[src/rtl/hcar_map.vh]
`ifndef HCAR_MAP_VH
`define HCAR_MAP_VH
// Brake pattern select codes
`define HCAR_BRK_LOW 2'h0
`define HCAR_BRK_HIGH 2'h1
`define HCAR_BRK_ALT 2'h2
`define HCAR_BRK_HIZ 2'h3
// Commutation mode select
`define HCAR_MODE_SIX 1'h0
`define HCAR_MODE_ALT 1'h1
// Freewheel select
`define HCAR_FW_DIODE 1'h0
`define HCAR_FW_ACTIVE 1'h1
// Per-phase drive codes
`define HCAR_PH_FLOAT 2'h0
`define HCAR_PH_PWM 2'h1
`define HCAR_PH_ON 2'h2
`define HCAR_PH_LPWM 2'h3
// Dead time counter width and defaults
`define HCAR_DT_W 8
`define HCAR_DT_RST 8'h00
// Rotation progress width
`define HCAR_STEP_W 3
`define HCAR_STEP_FULL 3'h6
`endif

[src/rtl/hcar_dead_time.v]
`timescale 1ns/1ps
`default_nettype none
`include "hcar_map.vh"
// Delays each rising gate request by a programmed count; falls pass at once
module hcar_dead_time (
  input wire clk_i,
  input wire reset_n_i,
  input wire [`HCAR_DT_W-1:0] dead_time_i,
  input wire high_req_i,
  input wire low_req_i,
  output reg high_o,
  output reg low_o
);
  reg [`HCAR_DT_W-1:0] cnt_r;
  reg last_high_r;
  reg last_low_r;
  // ------------------------------------------------------------
  // Dead time gap
  // ------------------------------------------------------------
  always @(posedge clk_i) begin
    if (!reset_n_i) begin
      cnt_r <= `HCAR_DT_RST;
      high_o <= 1'b0;
      low_o <= 1'b0;
      last_high_r <= 1'b0;
      last_low_r <= 1'b0;
    end else begin
      last_high_r <= high_req_i;
      last_low_r <= low_req_i;
      if ((high_req_i != last_high_r) || (low_req_i != last_low_r)) begin
        cnt_r <= dead_time_i;
      end else if (cnt_r != `HCAR_DT_RST) begin
        cnt_r <= cnt_r - 8'h01;
      end
      high_o <= high_req_i & high_o | high_req_i & ~low_o & (cnt_r == `HCAR_DT_RST)
        & (high_req_i == last_high_r);
      low_o <= low_req_i & low_o | low_req_i & ~high_o & (cnt_r == `HCAR_DT_RST)
        & (low_req_i == last_low_r);
    end
  end
endmodule // hcar_dead_time
`default_nettype wire

[src/rtl/hcar_commutator.v]
// Notes on behaviour
// - Modulated gates take timing only from the single PWM input.
// - Three Hall levels choose modulated, held-on and floating phases.
// - Direction input picks its own Hall-to-gate mapping for each level.
// - Brake input low forces the brake pattern on all six gates.
// - Brake pattern: all low on, all high on, alternating, or all off.
// - Freewheel select picks diode or active freewheeling in both modes.
// - Diode freewheeling holds low any gate that would carry inverted PWM.
// - Floating phase keeps both its gates low.
// - Alternating mode moves recirculation between high and low switches.
// - First rotation: driven high side modulated, return low side on.
// - Second rotation: low side modulated, high side on, complement inverted.
// - Alternating mode has twelve states, six high-mod then six low-mod.
// - After the twelfth state the machine wraps to the first.
// - Dead time inserted between complementary gates from programmed fields.
// - Alternating braking swaps high and low braking per brake event.
// - Releasing brake resumes normal gate propagation.
`timescale 1ns/1ps
`default_nettype none
`include "hcar_map.vh"
module hcar_commutator (
  input wire clk_i,
  input wire reset_n_i,
  input wire pwm_in_phase_a_high_i,
  input wire hall_in_sensor_a_i,
  input wire hall_in_sensor_b_i,
  input wire hall_in_sensor_c_i,
  input wire direction_select_in_i,
  input wire brake_request_n_i,
  input wire alt_recirc_enable_i,
  input wire freewheel_type_select_i,
  input wire [1:0] brake_pattern_select_i,
  input wire [`HCAR_DT_W-1:0] dead_time_rising_i,
  input wire [`HCAR_DT_W-1:0] dead_time_hall_mode_i,
  output reg gate_high_phase_a_o,
  output reg gate_low_phase_a_o,
  output reg gate_high_phase_b_o,
  output reg gate_low_phase_b_o,
  output reg gate_high_phase_c_o,
  output reg gate_low_phase_c_o,
  output reg low_side_modulation_o,
  output reg brake_active_o
);
  // ------------------------------------------------------------
  // Input synchronisers
  // ------------------------------------------------------------
  reg [5:0] sync1_r;
  reg [5:0] sync2_r;
  always @(posedge clk_i) begin
    if (!reset_n_i) begin
      sync1_r <= 6'h20;
      sync2_r <= 6'h20;
    end else begin
      sync1_r <= {brake_request_n_i, direction_select_in_i, pwm_in_phase_a_high_i,
        hall_in_sensor_a_i, hall_in_sensor_b_i, hall_in_sensor_c_i};
      sync2_r <= sync1_r;
    end
  end
  wire [2:0] hall_w = sync2_r[2:0];
  wire pwm_w = sync2_r[3];
  wire dir_w = sync2_r[4];
  wire brake_n_w = sync2_r[5];
  wire hall_ok_w = (hall_w != 3'h0) && (hall_w != 3'h7);
  // ------------------------------------------------------------
  // Rotation tracking
  // ------------------------------------------------------------
  reg [2:0] last_hall_r;
  reg [`HCAR_STEP_W-1:0] steps_r;
  reg low_mod_r;
  reg brake_d_r;
  reg brake_alt_r;
  wire new_pat_w = hall_ok_w && (hall_w != last_hall_r);
  wire done_w = new_pat_w && (steps_r == `HCAR_STEP_FULL - 3'h1);
  always @(posedge clk_i) begin
    if (!reset_n_i) begin
      last_hall_r <= 3'h0;
      steps_r <= 3'h0;
      low_mod_r <= 1'b0;
      brake_d_r <= 1'b0;
      brake_alt_r <= 1'b0;
    end else begin
      brake_d_r <= ~brake_n_w;
      if (~brake_n_w && !brake_d_r) begin
        brake_alt_r <= ~brake_alt_r;
      end
      if (new_pat_w) begin
        last_hall_r <= hall_w;
      end
      if (!alt_recirc_enable_i) begin
        steps_r <= 3'h0;
        low_mod_r <= 1'b0;
      end else if (done_w) begin
        steps_r <= 3'h0;
        low_mod_r <= ~low_mod_r;
      end else if (new_pat_w) begin
        steps_r <= steps_r + 3'h1;
      end
    end
  end
  // ------------------------------------------------------------
  // Commutation table
  // ------------------------------------------------------------
  reg [1:0] pa;
  reg [1:0] pb;
  reg [1:0] pc;
  reg [2:0] key;
  always @* begin
    key = dir_w ? hall_w : ~hall_w;
    pa = `HCAR_PH_FLOAT;
    pb = `HCAR_PH_FLOAT;
    pc = `HCAR_PH_FLOAT;
    case (key)
      3'h5: begin pa = `HCAR_PH_PWM; pc = `HCAR_PH_ON; end
      3'h4: begin pb = `HCAR_PH_PWM; pc = `HCAR_PH_ON; end
      3'h6: begin pb = `HCAR_PH_PWM; pa = `HCAR_PH_ON; end
      3'h2: begin pc = `HCAR_PH_PWM; pa = `HCAR_PH_ON; end
      3'h3: begin pc = `HCAR_PH_PWM; pb = `HCAR_PH_ON; end
      3'h1: begin pa = `HCAR_PH_PWM; pb = `HCAR_PH_ON; end
      default: begin pa = `HCAR_PH_FLOAT; end
    endcase
    if (!hall_ok_w) begin
      pa = `HCAR_PH_FLOAT;
      pb = `HCAR_PH_FLOAT;
      pc = `HCAR_PH_FLOAT;
    end
  end
  // ------------------------------------------------------------
  // Gate requests per phase
  // ------------------------------------------------------------
  wire [5:0] ph_w = {pc, pb, pa};
  wire [2:0] req_h_w;
  wire [2:0] req_l_w;
  wire fw_act_w = (freewheel_type_select_i == `HCAR_FW_ACTIVE);
  wire low_w = low_mod_r;
  wire brk_alt_now_w = brake_d_r ? brake_alt_r : ~brake_alt_r;
  wire [1:0] bsel_w = (brake_pattern_select_i == `HCAR_BRK_ALT) ?
    (brk_alt_now_w ? `HCAR_BRK_HIGH : `HCAR_BRK_LOW) : brake_pattern_select_i;
  genvar g;
  generate
    for (g = 0; g < 3; g = g + 1) begin : g_phase
      wire [1:0] p = ph_w[2*g+1:2*g];
      wire is_pwm_w = (p == `HCAR_PH_PWM);
      wire is_on_w = (p == `HCAR_PH_ON);
      wire h_first_w = is_pwm_w & pwm_w;
      wire l_first_w = (is_pwm_w & ~pwm_w & fw_act_w) | is_on_w;
      wire h_second_w = is_pwm_w | (is_on_w & ~pwm_w & fw_act_w);
      wire l_second_w = is_on_w & pwm_w;
      wire nh = low_w ? h_second_w : h_first_w;
      wire nl = low_w ? l_second_w : l_first_w;
      assign req_h_w[g] = brake_n_w ? nh : (bsel_w == `HCAR_BRK_HIGH);
      assign req_l_w[g] = brake_n_w ? nl : (bsel_w == `HCAR_BRK_LOW);
    end
  endgenerate
  // ------------------------------------------------------------
  // Dead time and output registers
  // ------------------------------------------------------------
  wire [2:0] dt_h_w;
  wire [2:0] dt_l_w;
  wire [`HCAR_DT_W-1:0] dt_w = (dead_time_rising_i > dead_time_hall_mode_i) ?
    dead_time_rising_i : dead_time_hall_mode_i;
  generate
    for (g = 0; g < 3; g = g + 1) begin : g_dt
      hcar_dead_time u_dt (
        .clk_i(clk_i),
        .reset_n_i(reset_n_i),
        .dead_time_i(dt_w),
        .high_req_i(req_h_w[g]),
        .low_req_i(req_l_w[g]),
        .high_o(dt_h_w[g]),
        .low_o(dt_l_w[g])
      );
    end
  endgenerate
  always @(posedge clk_i) begin
    if (!reset_n_i) begin
      gate_high_phase_a_o <= 1'b0;
      gate_low_phase_a_o <= 1'b0;
      gate_high_phase_b_o <= 1'b0;
      gate_low_phase_b_o <= 1'b0;
      gate_high_phase_c_o <= 1'b0;
      gate_low_phase_c_o <= 1'b0;
    end else begin
      gate_high_phase_a_o <= dt_h_w[0];
      gate_low_phase_a_o <= dt_l_w[0];
      gate_high_phase_b_o <= dt_h_w[1];
      gate_low_phase_b_o <= dt_l_w[1];
      gate_high_phase_c_o <= dt_h_w[2];
      gate_low_phase_c_o <= dt_l_w[2];
    end
  end
  // ------------------------------------------------------------
  // Status outputs
  // ------------------------------------------------------------
  // half and brake flags
  always @(posedge clk_i) begin
    if (!reset_n_i) begin
      low_side_modulation_o <= 1'b0;
      brake_active_o <= 1'b0;
    end else begin
      low_side_modulation_o <= low_mod_r;
      brake_active_o <= ~brake_n_w;
    end
  end
endmodule // hcar_commutator
`default_nettype wire

[config.mk]
export PLATFORM = sky130hd
export DESIGN_NAME = hcar_commutator
export DESIGN_NICKNAME = d
export VERILOG_FILES = /design/src/rtl/hcar_dead_time.v /design/src/rtl/hcar_commutator.v
export VERILOG_INCLUDE_DIRS = /design/src /design/src/rtl
export SDC_FILE = /design/constraint.sdc
export NUM_CORES = 1
export LEC_CHECK = 0
export ABC_AREA = 1
export BUFFER_PORTS_ARGS = -buffer_cell sky130_fd_sc_hd__buf_4
export CAP_MARGIN = 20
export CORE_ASPECT_RATIO = 0.9
export CORE_MARGIN = 2
export CORE_UTILIZATION = 50
export CTS_BUF_LIST = sky130_fd_sc_hd__clkbuf_2 sky130_fd_sc_hd__clkbuf_4 sky130_fd_sc_hd__clkbuf_8
export DETAILED_ROUTE_END_ITERATION = 10
export PLACE_DENSITY = 0.69
export SLEW_MARGIN = 20
export SYNTH_ARGS = -nofsm -noshare
export SYNTH_HDL_FRONTEND = slang
export SYNTH_HIERARCHICAL = 1
export SYNTH_SLANG_ARGS = --single-unit
[constraint.sdc]
create_clock -name clk_i -period 4.25 [get_ports clk_i]
set_input_delay 0.6375 -clock clk_i [delete_from_list [all_inputs] [get_ports clk_i]]
set_output_delay 0.6375 -clock clk_i [all_outputs]
set_load 0.03 [all_outputs]
== Word level (Yosys, flattened, before mapping) ==
Cells that the tools add are included.
Word-level totals
  memory bits (writable): 0
  memory bits (read-only): 0
  bits in latches: 0
  register bits after elaboration: 64
  memories kept: 0
Cells by class
  multipliers: 0
  magnitude comparators: 1
  div/mod/pow operators: 0
  bitwise operators: 67
  equal/unequal tests: 29
  reductions and logical operators: 27
  shifts and indexed selects: 0
  mux-type cells: 29
  add/sub/neg operators: 4
Operators with widths (count)
  8-bit two-way mux: 7
  1-bit bitwise AND: 42
  8-bit zero test: 3
  8-bit nonzero test: 3
  8-bit by 1-bit subtractor with 8-bit output (second input constant): 3
  1-bit two-way mux: 14
  3-bit equality test (second input constant): 4
  1-bit NOT: 12
  1-bit OR: 12
  2-bit one-hot mux with 2 select lines: 3
  2-bit OR reduction: 6
  2-bit by 1-bit equality test with 1-bit output (second input constant): 4
  2-bit equality test (second input constant): 4
  8-bit > comparator: 1
  2-bit two-way mux: 4
  1-bit equality test: 6
  3-bit by 2-bit equality test with 1-bit output (second input constant): 2
  1-bit inequality test: 6
  2-bit nonzero test: 3
  1-bit logical AND: 4
  3-bit by 1-bit adder with 3-bit output (second input constant): 1
  3-bit by 1-bit equality test with 1-bit output (second input constant): 1
  1-bit logical OR: 3
  3-bit two-way mux: 1
  8 further kinds: 8

== Longest topological paths before layout ==
  depth after elaboration: 16
  depth in mapped cells: 18

== Hierarchy ==
Netlist, hierarchy kept.
Modules (own cells, without submodules)
  hcar_dead_time: area each 784.5 um2, seq. area each 240.2 um2, cells each 129, times used 3
  hcar_commutator: area each 1582.8 um2, seq. area each 560.5 um2, cells each 241, times used 1

== Least setup slack after synthesis ==
Ideal clock, no wire load.
  kind: in2reg
  start: in dead_time_hall_mode_i[7]
  end: reg g_dt[0].u_dt.cnt_r[7]
  data arrival time: 1.905 ns
  cell stages on the path: 14
  slack: 2.280 ns
  buffers on the path: 0
  library setup time: 0.064 ns
  cell sequence: inv_1 > ha_1 > nand2_1 > nor2_2 > nand4_2 > nand2_2 > nand2_1 > nand2_1 > inv_1 > nand2_1 > nand2_2 > inv_2 > nand2_1 > nor2_1
On the way
  cells in the longest elaborated chain, start to end: 3
RTL lines
  start: declaration: RTL line hcar_commutator.v:34  | input wire [`HCAR_DT_W-1:0] dead_time_hall_mode_i,
  8-bit > comparator: RTL line hcar_commutator.v:159  | wire [`HCAR_DT_W-1:0] dt_w = (dead_time_rising_i > dead_time_hall_mode_i) ?
  8-bit two-way mux *: RTL line hcar_commutator.v:159
  named net dt_w[7]: RTL line hcar_commutator.v:159
  8-bit two-way mux *: RTL line hcar_dead_time.v:30  | if ((high_req_i != last_high_r) || (low_req_i != last_low_r)) begin
  end signal: assignment: RTL line hcar_dead_time.v:22  | cnt_r <= `HCAR_DT_RST;
  end signal: assignment: RTL line hcar_dead_time.v:31  | cnt_r <= dead_time_i;
  end signal: assignment: RTL line hcar_dead_time.v:33  | cnt_r <= cnt_r - 8'h01;
  end: declaration: RTL line hcar_dead_time.v:14  | reg [`HCAR_DT_W-1:0] cnt_r;
The timed path passes the listed nets; every way through them passes the cells marked *.
A chain may end at the register's enable or synchronous reset.

== Worst setup path after layout ==
  start: reg low_mod_r
  end: reg g_dt[0].u_dt.cnt_r[5]
On the way
  cells in the longest elaborated chain, start to end: 5
RTL lines
  start: declaration: RTL line hcar_commutator.v:69  | reg low_mod_r;
  start signal: assignment: RTL line hcar_commutator.v:94  | low_mod_r <= ~low_mod_r;
  1-bit two-way mux *: RTL line hcar_commutator.v:148  | wire nh = low_w ? h_second_w : h_first_w;
  1-bit two-way mux *: RTL line hcar_commutator.v:150  | assign req_h_w[g] = brake_n_w ? nh : (bsel_w == `HCAR_BRK_HIGH);
  named net req_h_w[0]: RTL line hcar_commutator.v:131  | wire [2:0] req_h_w;
  1-bit inequality test *: RTL line hcar_dead_time.v:30
  1-bit logical OR *: RTL line hcar_dead_time.v:30
  8-bit two-way mux / 2-bit nonzero test (equally long branches)
Marked as above.

==> impl_metrics.py <==
metrics = {
    "worst_setup_path": {
        "critPathCaptureType": "flip-flop",
        "crit_family": "simple AND/OR/NAND/NOR gates",
        "reg2reg_from": "low_mod_r$_SDFFE_PN0P_",
        "startpoint_type": "flip-flop",
        "rrSetupSlack_ps": 2200,
        "path_max_fanout": 9,
        "critPathSlowestCell": "dfxtp_1",
        "crit_chain": "inv_1, or2_1, nor2_1, nand2_1, nand2_1, nand2_1, nand2_1, inv_2, nand2_1, nand2_2, nor2_8, nand2_8, nand2_1, inv_1, nand2_1, nor2_1",
        "required_ps": 4480,
        "r2r_cells": 16,
        "cp.arrival_ps": 2270,
        "worst_r2r_endpoint": "g_dt[0].u_dt/cnt_r[5]$_SDFFE_PN0P_",
        "worst-setup-path-type": "reg2reg",
        "max_stage_delay_ps": 380,
        "crit_buf_inv": 3,
        "cp_common_cell": "nand2_1",
    },
    "layout": {
        "layout_common_cells": "nand2_1 (220), inv_1 (99), nor2_1 (66)",
        "area_delta_synth_final_pct": 14.1,
        "fillers": 761,
        "n_antenna_cell": 0,
        "final_cell_count_no_fill": 771,
        "final_common_cell": "nand2_1",
        "nets": 714,
        "layout-drive-gt1-share": 0.169,
    },
    "global_routing": {
        "grt_use_total": 0.196,
        "grt_pass1_wl_um": 13900,
        "antenna_found_initial": 0,
        "overflow": 0,
        "grt_max_degree": 33,
        "first_global_vias": 3234,
    },
    "timing": {
        "fin_setup_tns_ps": 0,
        "timing.fmax_mhz": 489,
        "min_period_ps": 2050,
        "setup_viol": 0,
        "finalMaxSlewViolations": 0,
        "tightest_slew_ps": 493,
        "rsz0062_at_grt": "no",
        "relSlewSlack": 0.671,
        "hold_violations": 0,
        "fin_skew_ps": 8.65,
        "fin_crit_sh": 0.482,
    },
    "synthesis": {
        "yosys_warnings": 6,
        "syn_area_um2": 3940,
        "ys_ff_latch": 64,
        "syn_area_per_cell_um2": 6.27,
        "synth_cells": 628,
        "synth_cell_types": 31,
        "syn_nets": 672,
        "ys_seq_area_frac": 0.325,
    },
    "clock_tree": {
        "clk_latency_ps": 340,
        "cts_resized": 0,
        "htreeDepth": 3,
        "cts-root-buf": "clkbuf_8",
        "numCtsBuffers": 9,
        "path_clk_slew_ps": 70,
        "cts_setup_buffers": 0,
        "cts_buffer_depth": 2,
        "clkSinkCount": 64,
        "cts_tree": "done",
        "cts_hold_buf": 0,
    },
    "placement": {
        "dp.cells": 755,
        "place_congestion": 0.905,
        "hpwl_um": 6130,
        "port_buffers": 35,
    },
    "power": {
        "p_comb_frac": 0.410,
        "seqPwrFrac": 0.348,
        "p_leak_nw": 2.50,
        "irDropWorstVdd_v": 0.000346,
        "p_per_area_nw_per_um2": 488,
        "swShare": 0.408,
        "p_clk_frac": 0.242,
        "power.switching_mw": 0.894,
        "internal_power_mw": 1.30,
    },
    "die": {
        "chipWidth_um": 97.5,
        "start_util": 0.519,
        "ios": 36,
        "die_h_um": 88.2,
        "num_rows": 30,
        "fp.dieArea_um2": 8600,
        "core_um2": 7580,
    },
    "drt": {
        "wl_per_cell_um": 10.3,
        "dr.pass1.iters": 5,
        "vias": 3625,
        "drt-total-wl_um": 7940,
        "drc_errors": 0,
        "via_per_inst": 4.70,
        "drt_iter0_drc": 134,
        "postRouteAntennaNets": 0,
    },
    "hold_path": {
        "holdPathEnd": "sync2_r[0]$_SDFF_PN0_",
        "hp-class": "reg2reg",
        "hold_start": "sync1_r[0]$_SDFF_PN0_",
        "holdPathStages": 2,
    },
    "status": {
        "outcome": "finished, final reports clean",
    },
    "run": {
        "drv_cap": 0,
    },
}
-- cell families (layout without fill, tap and decap cells) --
logic type | Yosys count | count (layout) | share of synthesized area
and+or+nand+nor | 370 | 370 | 0.424
buffers and inverters | 135 | 182 | 0.134
DFF | 64 | 64 | 0.325
AOI/OAI and AO/OA | 38 | 38 | 0.0547
adders and majority gates | 16 | 16 | 0.0509
xor gates and xnor gates | 5 | 5 | 0.0111
-- through the flow --
stage | setup slack, ps | area [µm²] | hold WS [ps] | util | total power, mW
final | 2200 | 4490 | 422 | 0.592 | 2.19
after global routing | 1950 | 4490 | 440 | 0.592 | 2.38
after CTS | 2200 | 4490 | 423 | 0.592 | 2.21
after detailed placement | 1960 | 4280 | 406 | 0.565 | 1.67
after global placement | 2010 | 4280 | 401 | 0.565 | 1.64
after floorplan | 2280 | 3940 | 386 | - | 1.48
-- power groups by stage --
stage	Clock [mW]	Sequential, mW	Combinational, mW
2_1_floorplan	0	0.755	0.724
3_3_place_gp	0	0.772	0.870
3_5_place_dp	0	0.774	0.893
4_1_cts	0.547	0.762	0.900
5_1_grt	0.561	0.777	1.04
6_report	0.530	0.764	0.899
-- registers in the layout, indices dropped and copies added (netlist names), 3 cells and up --
signal and cells:
g_dt.u_dt/cnt_r 24, g_dt.u_dt/high_o 3, g_dt.u_dt/last_high_r 3, g_dt.u_dt/last_low_r 3, g_dt.u_dt/low_o 3, last_hall_r 3
steps_r 3, sync1_r 6, sync2_r 6
-- tightest hold or removal path, stage by stage (launching register included) --
cell,delay (ps)
dfxtp_1,310
nand2_1,60
inv_2,40
-- routing by layer --
metal / GRT usage / up-vias / routed length (µm)
met5: 0 / - / 0
met2: 0.325 / 70 / 3540
met3: 0.0399 / 13 / 330
li1: - / 1962 / -
met4: 0.0593 / 0 / 103
met1: 0.262 / 1580 / 3970
-- worst max path at each step --
stage,startpoint,end,slack (ps),depth (start not counted)
final,low_mod_r$_SDFFE_PN0P_,g_dt[0].u_dt/cnt_r[5]$_SDFFE_PN0P_,2200,16
after global routing,low_mod_r$_SDFFE_PN0P_,g_dt[1].u_dt/cnt_r[6]$_SDFFE_PN0P_,1950,16
after detailed placement,dead_time_rising_i[7],g_dt[0].u_dt/cnt_r[0]$_SDFFE_PN0P_,1960,12
after floorplan,dead_time_hall_mode_i[7],g_dt[0].u_dt/cnt_r[7]$_SDFFE_PN0P_,2280,14
after global placement,dead_time_rising_i[7],g_dt[2].u_dt/cnt_r[7]$_SDFFE_PN0P_,2010,14
after CTS,low_mod_r$_SDFFE_PN0P_,g_dt[0].u_dt/cnt_r[5]$_SDFFE_PN0P_,2200,16
-- final cells by class --
cell class	count	area (µm²)	area share
Multi-Input combinational cell	429	2130	0.474
Sequential cell	64	1280	0.285
Clock buffer	10	138	0.0306
Clock inverter	6	68.8	0.0153
Inverter	131	492	0.110
Tap cell	96	120	0.0267
Timing Repair Buffer	35	263	0.0585
-- synthesized netlist by cell type --
library cell  instances  area [µm²]
a211oi_1              1        7.51
a21o_1                1        7.51
a21oi_1              14        70.1
a31oi_1               4        25.0
buf_2                 1        5.00
buf_6                 1        11.3
buf_8                 1        15.0
clkbuf_1              1        3.75
clkinv_1              4        15.0
dfxtp_1              64        1280
ha_1                 16         200
inv_1                99         372
inv_2                28         105
nand2_1             220         826
nand2_2              12        75.1
nand2_8               3        60.1
nand3_1              47         235
nand3_2               2        20.0
nand3b_1              2        15.0
nand4_1               1        6.26
nand4_2               1        12.5
nor2_1               66         248
nor2_2                4        25.0
nor2_4                6        67.6
nor2_8                3        60.1
o21ai_0              12        60.1
o21ai_1               2        10.0
o21ai_2               4        35.0
or2_1                 3        18.8
xnor2_1               3        26.3
xor2_1                2        17.5
(Power assumes the default switching activity.)
